`src/sirf_cfg.svh`:
```
`ifndef SIRF_CFG_SVH
`define SIRF_CFG_SVH

// Register indices; byte address is four times the index
`define SIRF_CSR_IDX        8'h25
`define SIRF_PRIO_IDX       8'h26
`define SIRF_OPT_IDX        8'h27

// Control/status field positions
`define SIRF_BIT_WDG        0
`define SIRF_BIT_LVD        4
`define SIRF_BIT_FLAG       5
`define SIRF_BIT_IE         6
`define SIRF_CSR_RST        8'h00
`define SIRF_PRIO_RST       2'h1
`define SIRF_PRIO_W         2

// Option readout field positions
`define SIRF_OPT_BIT_EN     0
`define SIRF_OPT_BIT_LVL    1
`define SIRF_OPT_BIT_SHORT  3

// Timing
`define SIRF_CLK_PERIOD_NS  10
`define SIRF_DELAY_LONG     4096
`define SIRF_DELAY_SHORT    256
`define SIRF_FETCH_CYC      2
`define SIRF_SYNC_STAGES    2

// Bus
`define SIRF_HTRANS_NONSEQ  2'h2
`define SIRF_HRESP_OKAY     1'h0

`endif

```
`src/sirf_top_dummy_never.sv`:
```
`timescale 1ns/1ns

```
`src/sirf_pkg.sv`:
```
package sirf_pkg;

   typedef enum logic [1:0] {
      SIRF_RUN,
      SIRF_ACTIVE,
      SIRF_DELAY,
      SIRF_FETCH
   } sirf_seq_t;

   typedef struct packed {
      logic       short_delay;
      logic [1:0] level;
      logic       lvd_en;
   } sirf_opt_t;

   typedef struct packed {
      logic       valid;
      logic       write;
      logic [7:0] idx;
   } sirf_ap_t;

   typedef struct packed {
      logic warn_ie;
      logic lvd_flag;
      logic wdg_flag;
   } sirf_csr_t;

endpackage

```
`src/sirf_top.sv`:
```
// The AHB-Lite slave port was decided locally.
`timescale 1ns/1ns
`include "sirf_cfg.svh"
// What this block does
// - Low-supply comparator below threshold holds reset pin low, chip in reset.
// - Low-supply detector exists only by option; option picks low, medium, high threshold.
// - Watchdog underflow drives reset pin low for at least the minimum pulse.
// - Illegal opcode or prebyte detected at decode also starts a reset.
// - Supply warning flag and interrupt work only with low-supply detector enabled.
// - Warning flag in bit 5 follows comparator live; read-only; 1 means low.
// - With bit 6 enable set, every warning flag change requests an interrupt.
// - Warning interrupt delivered only when enabled and CPU mask is clear.
// - Pending warning request clears itself when CPU enters its service routine.
// - Rising crossing within the reset delay raises no warning interrupt.
// - Enabling while supply still low gives one request now, one at crossing.
// - Enabling after the supply already passed the threshold gives exactly one request.
// - Wait mode changes nothing; a warning interrupt wakes the device from wait.
// - Halt freezes the register; warning interrupt does not wake from halt.
// - Bit 4 set on low-supply reset; software clears by writing zero.
// - Bit 0 set on watchdog reset, cleared by low-supply reset or zero write.
// - Low-supply flag survives later pin or watchdog resets until software clears it.
// - Flags read 00 after pin reset, 01 after watchdog, 1x after low supply.
// - Bit 7 reads zero; software keeps bits 3:1 cleared on writes.
// - After release wait 4096 or 256 cycles, then two vector fetch cycles.
// - Warning request serviced only above current level, else stays pending.
module sirf_top
   import sirf_pkg::*;
#(
   parameter int WDG_PULSE_NS = 1000,
   parameter int DLY_W        = 13,
   parameter int PW_W         = 16
) (
   // Clock and power-on reset
   input  wire logic        ref_clk,
   input  wire logic        rst,
   // AHB-Lite slave
   input  wire logic        hsel,
   input  wire logic [31:0] haddr,
   input  wire logic [1:0]  htrans,
   input  wire logic        hwrite,
   input  wire logic [2:0]  hsize,
   input  wire logic [31:0] hwdata,
   input  wire logic        hready,
   output logic             hreadyout,
   output logic             hresp,
   output logic [31:0]      hrdata,
   // Analog comparators, asynchronous
   input  wire logic        lvd_below_async,
   input  wire logic        avd_below_async,
   output logic             lvd_enable,
   output logic [1:0]       lvd_level,
   // Option straps, caught once after power-on reset
   input  wire logic        opt_lvd_en,
   input  wire logic [1:0]  opt_lvd_level,
   input  wire logic        opt_short_delay,
   // Reset sources
   input  wire logic        wdg_underflow,
   input  wire logic        illegal_opcode,
   // Open-drain reset pin
   input  wire logic        rst_pin_in,
   output logic             rst_pin_out,
   output logic             rst_pin_oe,
   // Core reset sequencing
   output logic             chip_reset,
   output logic             vector_fetch,
   // CPU and interrupt controller
   input  wire logic        cpu_irq_masked,
   input  wire logic [1:0]  cpu_level,
   input  wire logic        irq_ack,
   input  wire logic        cpu_wait,
   input  wire logic        cpu_halt,
   output logic             warn_irq,
   output logic             wake_wait
);

   localparam int PULSE_RAW =
      (WDG_PULSE_NS + `SIRF_CLK_PERIOD_NS - 1) / `SIRF_CLK_PERIOD_NS;
   localparam int PULSE_CYC = (PULSE_RAW < 1) ? 1 : PULSE_RAW;

   localparam logic [DLY_W-1:0] DLY_LONG_M1  = DLY_W'(`SIRF_DELAY_LONG - 1);
   localparam logic [DLY_W-1:0] DLY_SHORT_M1 = DLY_W'(`SIRF_DELAY_SHORT - 1);
   localparam logic [DLY_W-1:0] FETCH_M1     = DLY_W'(`SIRF_FETCH_CYC - 1);
   localparam logic [PW_W-1:0]  PULSE_LOAD   = PW_W'(PULSE_CYC);

   if ((2 ** DLY_W) < `SIRF_DELAY_LONG) begin : g_chk_dly
      $error("DLY_W too small for the reset delay");
   end
   if ((2 ** PW_W) <= PULSE_CYC) begin : g_chk_pw
      $error("PW_W too small for the watchdog pulse");
   end

   // Comparator synchronisers: bit 0 low-supply, bit 1 warning
   logic [1:0] cmp_async;
   logic [1:0] cmp_sync;

   assign cmp_async = {avd_below_async, lvd_below_async};

   for (genvar i = 0; i < 2; i++) begin : g_sync
      logic [`SIRF_SYNC_STAGES-1:0] stage;
      always_ff @(posedge ref_clk or posedge rst) begin
         if (rst) begin
            stage <= '0;
         end else begin
            stage <= {stage[`SIRF_SYNC_STAGES-2:0], cmp_async[i]};
         end
      end
      assign cmp_sync[i] = stage[`SIRF_SYNC_STAGES-1];
   end

   // Option capture; the straps may not be stable during power-on reset
   sirf_opt_t opt;
   logic      opt_loaded;

   always_ff @(posedge ref_clk or posedge rst) begin
      if (rst) begin
         opt        <= '0;
         opt_loaded <= 1'b0;
      end else if (!opt_loaded) begin
         opt        <= '{opt_short_delay, opt_lvd_level, opt_lvd_en};
         opt_loaded <= 1'b1;
      end
   end

   always_ff @(posedge ref_clk or posedge rst) begin
      if (rst) begin
         lvd_enable <= 1'b0;
         lvd_level  <= 2'h0;
      end else begin
         lvd_enable <= opt.lvd_en;
         lvd_level  <= opt.level;
      end
   end

   // Reset sources
   logic            lvd_req;
   logic            ext_req;
   logic            pulse_start;
   logic            pulse_busy;
   logic            any_req;
   logic [PW_W-1:0] pulse_cnt;
   logic [PW_W-1:0] next_pulse_cnt;

   assign lvd_req     = opt.lvd_en & cmp_sync[0];
   assign pulse_start = wdg_underflow | illegal_opcode;
   assign pulse_busy  = (pulse_cnt != '0);
   // Own drive shows on the pin too, so only a low we do not drive is external
   assign ext_req     = ~rst_pin_in & ~rst_pin_oe;
   assign any_req     = lvd_req | pulse_start | pulse_busy | ext_req;

   assign next_pulse_cnt = pulse_start ? PULSE_LOAD :
                           pulse_busy  ? pulse_cnt - PW_W'(1) :
                                         pulse_cnt;

   always_ff @(posedge ref_clk or posedge rst) begin
      if (rst) begin
         pulse_cnt <= '0;
      end else begin
         pulse_cnt <= next_pulse_cnt;
      end
   end

   // Reset sequence
   sirf_seq_t        seq;
   sirf_seq_t        next_seq;
   logic [DLY_W-1:0] dly_cnt;
   logic [DLY_W-1:0] next_dly_cnt;
   logic [DLY_W-1:0] dly_last;

   assign dly_last = opt.short_delay ? DLY_SHORT_M1 : DLY_LONG_M1;

   always_comb begin
      next_seq     = seq;
      next_dly_cnt = dly_cnt + DLY_W'(1);
      unique case (seq)
         SIRF_RUN: begin
            if (any_req) begin
               next_seq = SIRF_ACTIVE;
            end
         end
         SIRF_ACTIVE: begin
            next_dly_cnt = '0;
            if (!any_req) begin
               next_seq = SIRF_DELAY;
            end
         end
         SIRF_DELAY: begin
            if (any_req) begin
               next_seq = SIRF_ACTIVE;
            end else if (dly_cnt == dly_last) begin
               next_seq     = SIRF_FETCH;
               next_dly_cnt = '0;
            end
         end
         SIRF_FETCH: begin
            if (any_req) begin
               next_seq = SIRF_ACTIVE;
            end else if (dly_cnt == FETCH_M1) begin
               next_seq = SIRF_RUN;
            end
         end
      endcase
   end

   // Power-on reset runs through the delay phase as well
   always_ff @(posedge ref_clk or posedge rst) begin
      if (rst) begin
         seq     <= SIRF_DELAY;
         dly_cnt <= '0;
      end else begin
         seq     <= next_seq;
         dly_cnt <= next_dly_cnt;
      end
   end

   logic next_pin_oe;
   logic next_chip_reset;

   // Pin held low through the active and delay phases
   assign next_pin_oe     = (next_seq == SIRF_ACTIVE) | (next_seq == SIRF_DELAY);
   assign next_chip_reset = next_pin_oe;

   always_ff @(posedge ref_clk or posedge rst) begin
      if (rst) begin
         rst_pin_out  <= 1'b0;
         rst_pin_oe   <= 1'b1;
         chip_reset   <= 1'b1;
         vector_fetch <= 1'b0;
      end else begin
         rst_pin_out  <= 1'b0;
         rst_pin_oe   <= next_pin_oe;
         chip_reset   <= next_chip_reset;
         vector_fetch <= (next_seq == SIRF_FETCH);
      end
   end

   // Bus address phase
   sirf_ap_t ap;
   logic     take;
   logic     csr_hit;
   logic     prio_hit;
   logic     csr_wr;
   logic     prio_wr;
   logic     seq_busy;

   assign take     = hsel & hready & (htrans == `SIRF_HTRANS_NONSEQ);
   assign csr_hit  = (ap.idx == `SIRF_CSR_IDX);
   assign prio_hit = (ap.idx == `SIRF_PRIO_IDX);
   // Halt freezes the register, so writes are dropped then
   assign csr_wr   = ap.valid & ap.write & csr_hit & ~cpu_halt;
   assign prio_wr  = ap.valid & ap.write & prio_hit & ~cpu_halt;
   assign seq_busy = (seq != SIRF_RUN);

   always_ff @(posedge ref_clk or posedge rst) begin
      if (rst) begin
         ap <= '0;
      end else begin
         ap <= '{take, hwrite, haddr[9:2]};
      end
   end

   // Control/status register
   sirf_csr_t csr;
   sirf_csr_t next_csr;
   logic      wdg_event;
   logic      sw_clr_lvd;
   logic      sw_clr_wdg;

   assign wdg_event  = wdg_underflow & (seq == SIRF_RUN);
   assign sw_clr_lvd = csr_wr & ~hwdata[`SIRF_BIT_LVD];
   assign sw_clr_wdg = csr_wr & ~hwdata[`SIRF_BIT_WDG];

   // Hardware set wins over a software clear in the same cycle
   assign next_csr.lvd_flag = lvd_req | (csr.lvd_flag & ~sw_clr_lvd);
   assign next_csr.wdg_flag = ~lvd_req &
                              (wdg_event | (csr.wdg_flag & ~sw_clr_wdg));
   assign next_csr.warn_ie  = seq_busy ? 1'b0 :
                              csr_wr   ? hwdata[`SIRF_BIT_IE] :
                                         csr.warn_ie;

   // Reset-cause flags clear on power-on reset or a zero write; bit 0 also on low-supply reset
   always_ff @(posedge ref_clk or posedge rst) begin
      if (rst) begin
         csr <= '0;
      end else begin
         csr <= next_csr;
      end
   end

   logic [`SIRF_PRIO_W-1:0] prio;

   always_ff @(posedge ref_clk or posedge rst) begin
      if (rst) begin
         prio <= `SIRF_PRIO_RST;
      end else if (prio_wr) begin
         prio <= hwdata[`SIRF_PRIO_W-1:0];
      end
   end

   // Supply warning
   logic warn_flag;
   logic warn_live;
   logic warn_toggle;
   logic warn_pend;
   logic next_warn_pend;
   logic warn_req;

   assign warn_live   = opt.lvd_en & cmp_sync[1];
   assign warn_toggle = (warn_live != warn_flag) & ~cpu_halt;

   always_ff @(posedge ref_clk or posedge rst) begin
      if (rst) begin
         warn_flag <= 1'b0;
      end else if (!cpu_halt) begin
         warn_flag <= warn_live;
      end
   end

   // Latch catches every toggle outside the reset sequence; enable only gates delivery, so a toggle
   // seen before enabling is delivered once at enabling
   assign next_warn_pend = seq_busy    ? 1'b0 :
                           warn_toggle ? 1'b1 :
                           irq_ack     ? 1'b0 :
                                         warn_pend;

   always_ff @(posedge ref_clk or posedge rst) begin
      if (rst) begin
         warn_pend <= 1'b0;
      end else begin
         warn_pend <= next_warn_pend;
      end
   end

   assign warn_req = next_warn_pend & csr.warn_ie & opt.lvd_en;

   always_ff @(posedge ref_clk or posedge rst) begin
      if (rst) begin
         warn_irq  <= 1'b0;
         wake_wait <= 1'b0;
      end else begin
         warn_irq  <= warn_req & ~cpu_irq_masked & (prio > cpu_level);
         wake_wait <= warn_req & cpu_wait & ~cpu_halt;
      end
   end

   // Read data; one wait state so a write just before is seen
   logic [7:0]  csr_rd;
   logic [7:0]  opt_rd;
   logic [31:0] rd_mux;
   logic        rd_wait;

   always_comb begin
      csr_rd                 = 8'h00;
      csr_rd[`SIRF_BIT_IE]   = csr.warn_ie;
      csr_rd[`SIRF_BIT_FLAG] = warn_flag;
      csr_rd[`SIRF_BIT_LVD]  = csr.lvd_flag;
      csr_rd[`SIRF_BIT_WDG]  = csr.wdg_flag;
   end

   always_comb begin
      opt_rd                                          = 8'h00;
      opt_rd[`SIRF_OPT_BIT_EN]                        = opt.lvd_en;
      opt_rd[`SIRF_OPT_BIT_LVL+1:`SIRF_OPT_BIT_LVL]   = opt.level;
      opt_rd[`SIRF_OPT_BIT_SHORT]                     = opt.short_delay;
   end

   assign rd_mux = (ap.idx == `SIRF_CSR_IDX)  ? {24'h000000, csr_rd} :
                   (ap.idx == `SIRF_PRIO_IDX) ? {30'h00000000, prio} :
                   (ap.idx == `SIRF_OPT_IDX)  ? {24'h000000, opt_rd} :
                                                32'h00000000;

   always_ff @(posedge ref_clk or posedge rst) begin
      if (rst) begin
         rd_wait   <= 1'b0;
         hreadyout <= 1'b1;
         hrdata    <= 32'h00000000;
      end else begin
         rd_wait   <= take & ~hwrite;
         hreadyout <= ~(take & ~hwrite);
         if (rd_wait) begin
            hrdata <= rd_mux;
         end
      end
   end

   always_ff @(posedge ref_clk or posedge rst) begin
      if (rst) begin
         hresp <= `SIRF_HRESP_OKAY;
      end else begin
         hresp <= `SIRF_HRESP_OKAY;
      end
   end

endmodule

```
`config.mk`:
```
export PLATFORM = sky130hd
export DESIGN_NAME = sirf_top
export DESIGN_NICKNAME = d
export VERILOG_FILES = /design/src/sirf_top_dummy_never.sv /design/src/sirf_pkg.sv /design/src/sirf_top.sv
export VERILOG_INCLUDE_DIRS = /design/src
export SDC_FILE = /design/constraint.sdc
export NUM_CORES = 1
export LEC_CHECK = 0
export BUFFER_PORTS_ARGS = -buffer_cell sky130_fd_sc_hd__buf_2
export CAP_MARGIN = 20
export CORE_MARGIN = 5
export CORE_UTILIZATION = 55
export CTS_BUF_LIST = sky130_fd_sc_hd__clkbuf_8
export DETAILED_ROUTE_END_ITERATION = 10
export PLACE_DENSITY = 0.88
export SLEW_MARGIN = 0
export SYNTH_ARGS = -nofsm -noshare
export SYNTH_HDL_FRONTEND = slang
export SYNTH_SLANG_ARGS = --single-unit
export TNS_END_PERCENT = 5
```
`constraint.sdc`:
```
create_clock -name ref_clk -period 3.7 [get_ports ref_clk]
set_clock_uncertainty 0.05 [all_clocks]
set_input_delay 0.74 -clock ref_clk [delete_from_list [all_inputs] [get_ports ref_clk]]
set_output_delay 0.74 -clock ref_clk [all_outputs]
set_load 0.1 [all_outputs]
```
==> impl_metrics.json <==
{
  "outcome": "finished clean",
  "fmax_mhz": 426,
  "grt_pass1_wl_um": 12000,
  "leakage_nw": 1.88,
  "syn_to_final_growth_pct": 11.1,
  "slowest_delay_ns": 0.57,
  "die_y_um": 91.2,
  "cts_tree": "yes",
  "cp_top_family": "simple AND/OR/NAND/NOR gates",
  "ys_async_sr_fraction_pct": 100,
  "crit_slowest_cell": "nor3_1",
  "drtIter0Drc": 146,
  "cts.hold.buffers_added": 0,
  "r2r_setup_slack_ns": 1.35,
  "postCtsSetupRepairBufs": 0,
  "synthTopCellsByArea": "dfrtp_1 48%, buf_4 5.8%, ha_1 4.1%, dfstp_2 2.9%, nand2_1 2.7%",
  "crit_chain": "nor3_1, nand4_2, o41ai_1, a22o_1, ha_1",
  "clk_latency_ns": 0.35,
  "worst-path-buf-inv": 0,
  "crit_required_ns": 3.92,
  "yosys.cell_types.count": 58,
  "hpwlAfterDp_um": 5340,
  "rsz0062_at_grt": "no",
  "portBuffers": 49,
  "crit_arrival_ns": 2.57,
  "antenna_found_initial": 0,
  "coreArea_um2": 6390,
  "criticalPathCategory": "reg2reg",
  "n_antenna_cell": 0,
  "setup.worst_path.start_class": "register",
  "pwr_density_cell_nw_per_um2": 489,
  "holdCritStartpoint": "g_sync[0].stage[0]",
  "slew_headroom_pct": 48.0,
  "clockBufferDepth": 2,
  "grt-ovfl-total": 0,
  "drive_above_1_share_pct": 23.2,
  "hold_viol_final": 0,
  "worstMarginPinSlew_ns": 0.779,
  "via_count": 2641,
  "synth.most_common_cell": "dfrtp_1",
  "pin_count": 132,
  "synthTopCellsByCount": "69 x dfrtp_1, 28 x buf_4, 26 x nand2_1",
  "cts_max_level": 3,
  "ys_seq_area_share_pct": 50.5,
  "root_buffer": "clkbuf_8",
  "setup_viol": 0,
  "cts.repair.resized": 0,
  "timing.rr.start": "pulse_cnt[12]",
  "fill_cells": 519,
  "tns_ns": 0,
  "min_period_ns": 2.35,
  "crit_path_end_kind": "register",
  "firstDrtPassIters": 4,
  "yosys.area.top_type": "dfrtp_1",
  "post_drt_wl_per_cell_um": 14.6,
  "die_area_um2": 8320,
  "stdcell_area_um2": 4030,
  "antenna_left": 0,
  "path_max_fanout": 6,
  "postSynthCellCount": 342,
  "path_clk_slew_ns": 0.08,
  "grt_pass1_vias": 2655,
  "grt_start_max_net_pins": 40,
  "fin_nets": 497,
  "start_util_pct": 56.8,
  "synth_area_per_cell_um2": 10.6,
  "vias_per_cell": 5.53,
  "synth_area_um2": 3630,
  "synth_edf_count": 0,
  "slew_viol_final": 0,
  "synth_warnings": 0,
  "cts-buffers-inserted": 9,
  "yosys_register_bits": 73,
  "wl_um": 6990,
  "fp.dieW_um": 91.2,
  "place_area_um2": 3850,
  "routabilityCongestion": 0.799,
  "holdCritPathClass": "reg2reg",
  "synthFlopType": "dfrtp_1",
  "crit_start": "pulse_cnt[12]",
  "post-route-drc-count": 0,
  "rows": 29,
  "peakVddDrop_mv": 0.380,
  "finalCritPeriodShare_pct": 63.4,
  "cts_sinks": 73,
  "drv_cap": 0,
  "grt_usage_pct": 17.9,
  "synth_top_area_share_pct": 47.6
}
final cells by class:
cell class / count / area [µm²] / share of cell area (%)
Clock buffer: 10 / 138 / 3.41
Clock inverter: 6 / 41.3 / 1.02
Inverter: 20 / 75.1 / 1.86
Multi-Input combinational cell: 240 / 1580 / 39.3
Sequential cell: 73 / 1830 / 45.4
Tap cell: 77 / 96.3 / 2.39
Timing Repair Buffer: 52 / 268 / 6.64
where the power goes:
part           internal (W)  switching [W]  leakage (nW)
logic              0.000130       0.000388         0.858
registers          0.000851      0.0000455         0.927
clock network      0.000262       0.000297        0.0964
through the flow:
step / util [%] / instances / total power, W / hold WS (ns) / setup WS (ns)
2_1_floorplan: - / 368 / 0.00136 / 0.281 / 1.06
3_3_place_gp: 60.4 / 462 / 0.00141 / 0.287 / 1.32
3_5_place_dp: 60.4 / 462 / 0.00143 / 0.286 / 1.25
4_1_cts: 63.2 / 478 / 0.00199 / 0.304 / 1.37
5_1_grt: 63.2 / 478 / 0.00207 / 0.313 / 1.11
6_report: 63.2 / 478 / 0.00197 / 0.301 / 1.35
cells in the final DEF (no fill, tap or decap), types with 2 or more instances in the layout:
| cell | Yosys | routed |
|---|---|---|
| a21oi_1 | 14 | 14 |
| a22oi_1 | 2 | 2 |
| a31oi_1 | 4 | 4 |
| a41o_1 | 4 | 4 |
| and3_1 | 2 | 2 |
| and4_1 | 3 | 3 |
| buf_2 | 0 | 49 |
| buf_4 | 28 | 3 |
| clkbuf_8 | 0 | 10 |
| clkinv_2 | 0 | 3 |
| clkinv_4 | 0 | 2 |
| conb_1 | 2 | 28 |
| dfrtp_1 | 69 | 69 |
| dfstp_2 | 4 | 4 |
| ha_1 | 12 | 12 |
| inv_1 | 20 | 19 |
| mux2_2 | 7 | 7 |
| mux2i_1 | 7 | 7 |
| nand2_1 | 26 | 26 |
| nand3_1 | 11 | 11 |
| nand4_1 | 6 | 6 |
| nor2_1 | 21 | 21 |
| nor2b_1 | 7 | 7 |
| nor3_1 | 5 | 5 |
| nor4_1 | 3 | 3 |
| nor4b_1 | 3 | 3 |
| o2111ai_1 | 2 | 2 |
| o211ai_1 | 3 | 3 |
| o21ai_0 | 9 | 9 |
| o22ai_1 | 7 | 7 |
| o311ai_0 | 2 | 2 |
| o41ai_1 | 3 | 3 |
| or2_2 | 4 | 4 |
| or3_1 | 9 | 9 |
| xnor2_1 | 11 | 11 |
metal layers:
layer / track usage (%) / vias up / share of wire, %
li1: - / 1269 / -
met5: 0 / - / 0
met2: 30.5 / 78 / 51
met3: 5.45 / 13 / 6.0
met4: 5.50 / 0 / 1.2
met1: 21.8 / 1281 / 41
cells by family (layout without fill, tap and decap cells):
kind of cell / after synthesis / after routing / synth area share [%]
AND/OR/NAND/NOR: 114 / 114 / 17.7
multiplexers: 15 / 15 / 4.52
AO/OA/AOI/OAI: 59 / 59 / 11.5
flip-flops: 73 / 73 / 50.5
adder cells (fa/ha/maj): 12 / 12 / 4.14
other: 2 / 28 / 0.207
buffers and inverters: 55 / 88 / 8.58
XOR/XNOR: 12 / 12 / 2.90
state kept, by name (all words and copies together) (netlist names):
register / count
pulse_cnt: 16
dly_cnt: 13
ap: 10
hrdata: 7
g_sync.stage: 4
opt: 4
csr: 3
lvd_level: 2
prio: 2
seq: 2
chip_reset: 1
hreadyout: 1
lvd_enable: 1
opt_loaded: 1
rd_wait: 1
vector_fetch: 1
wake_wait: 1
warn_flag: 1
warn_irq: 1
warn_pend: 1
worst paths after layout:
check | cells after the start | end
max | 5 | chip_reset
min | 0 | g_sync[0].stage[1]
max reg2reg | 5 | chip_reset
min reg2reg | 0 | g_sync[0].stage[1]
max in group asynchronous | 3 | chip_reset
min in group asynchronous | 2 | ap[6]
No activity file was read; power rests on OpenSTA's default activity.
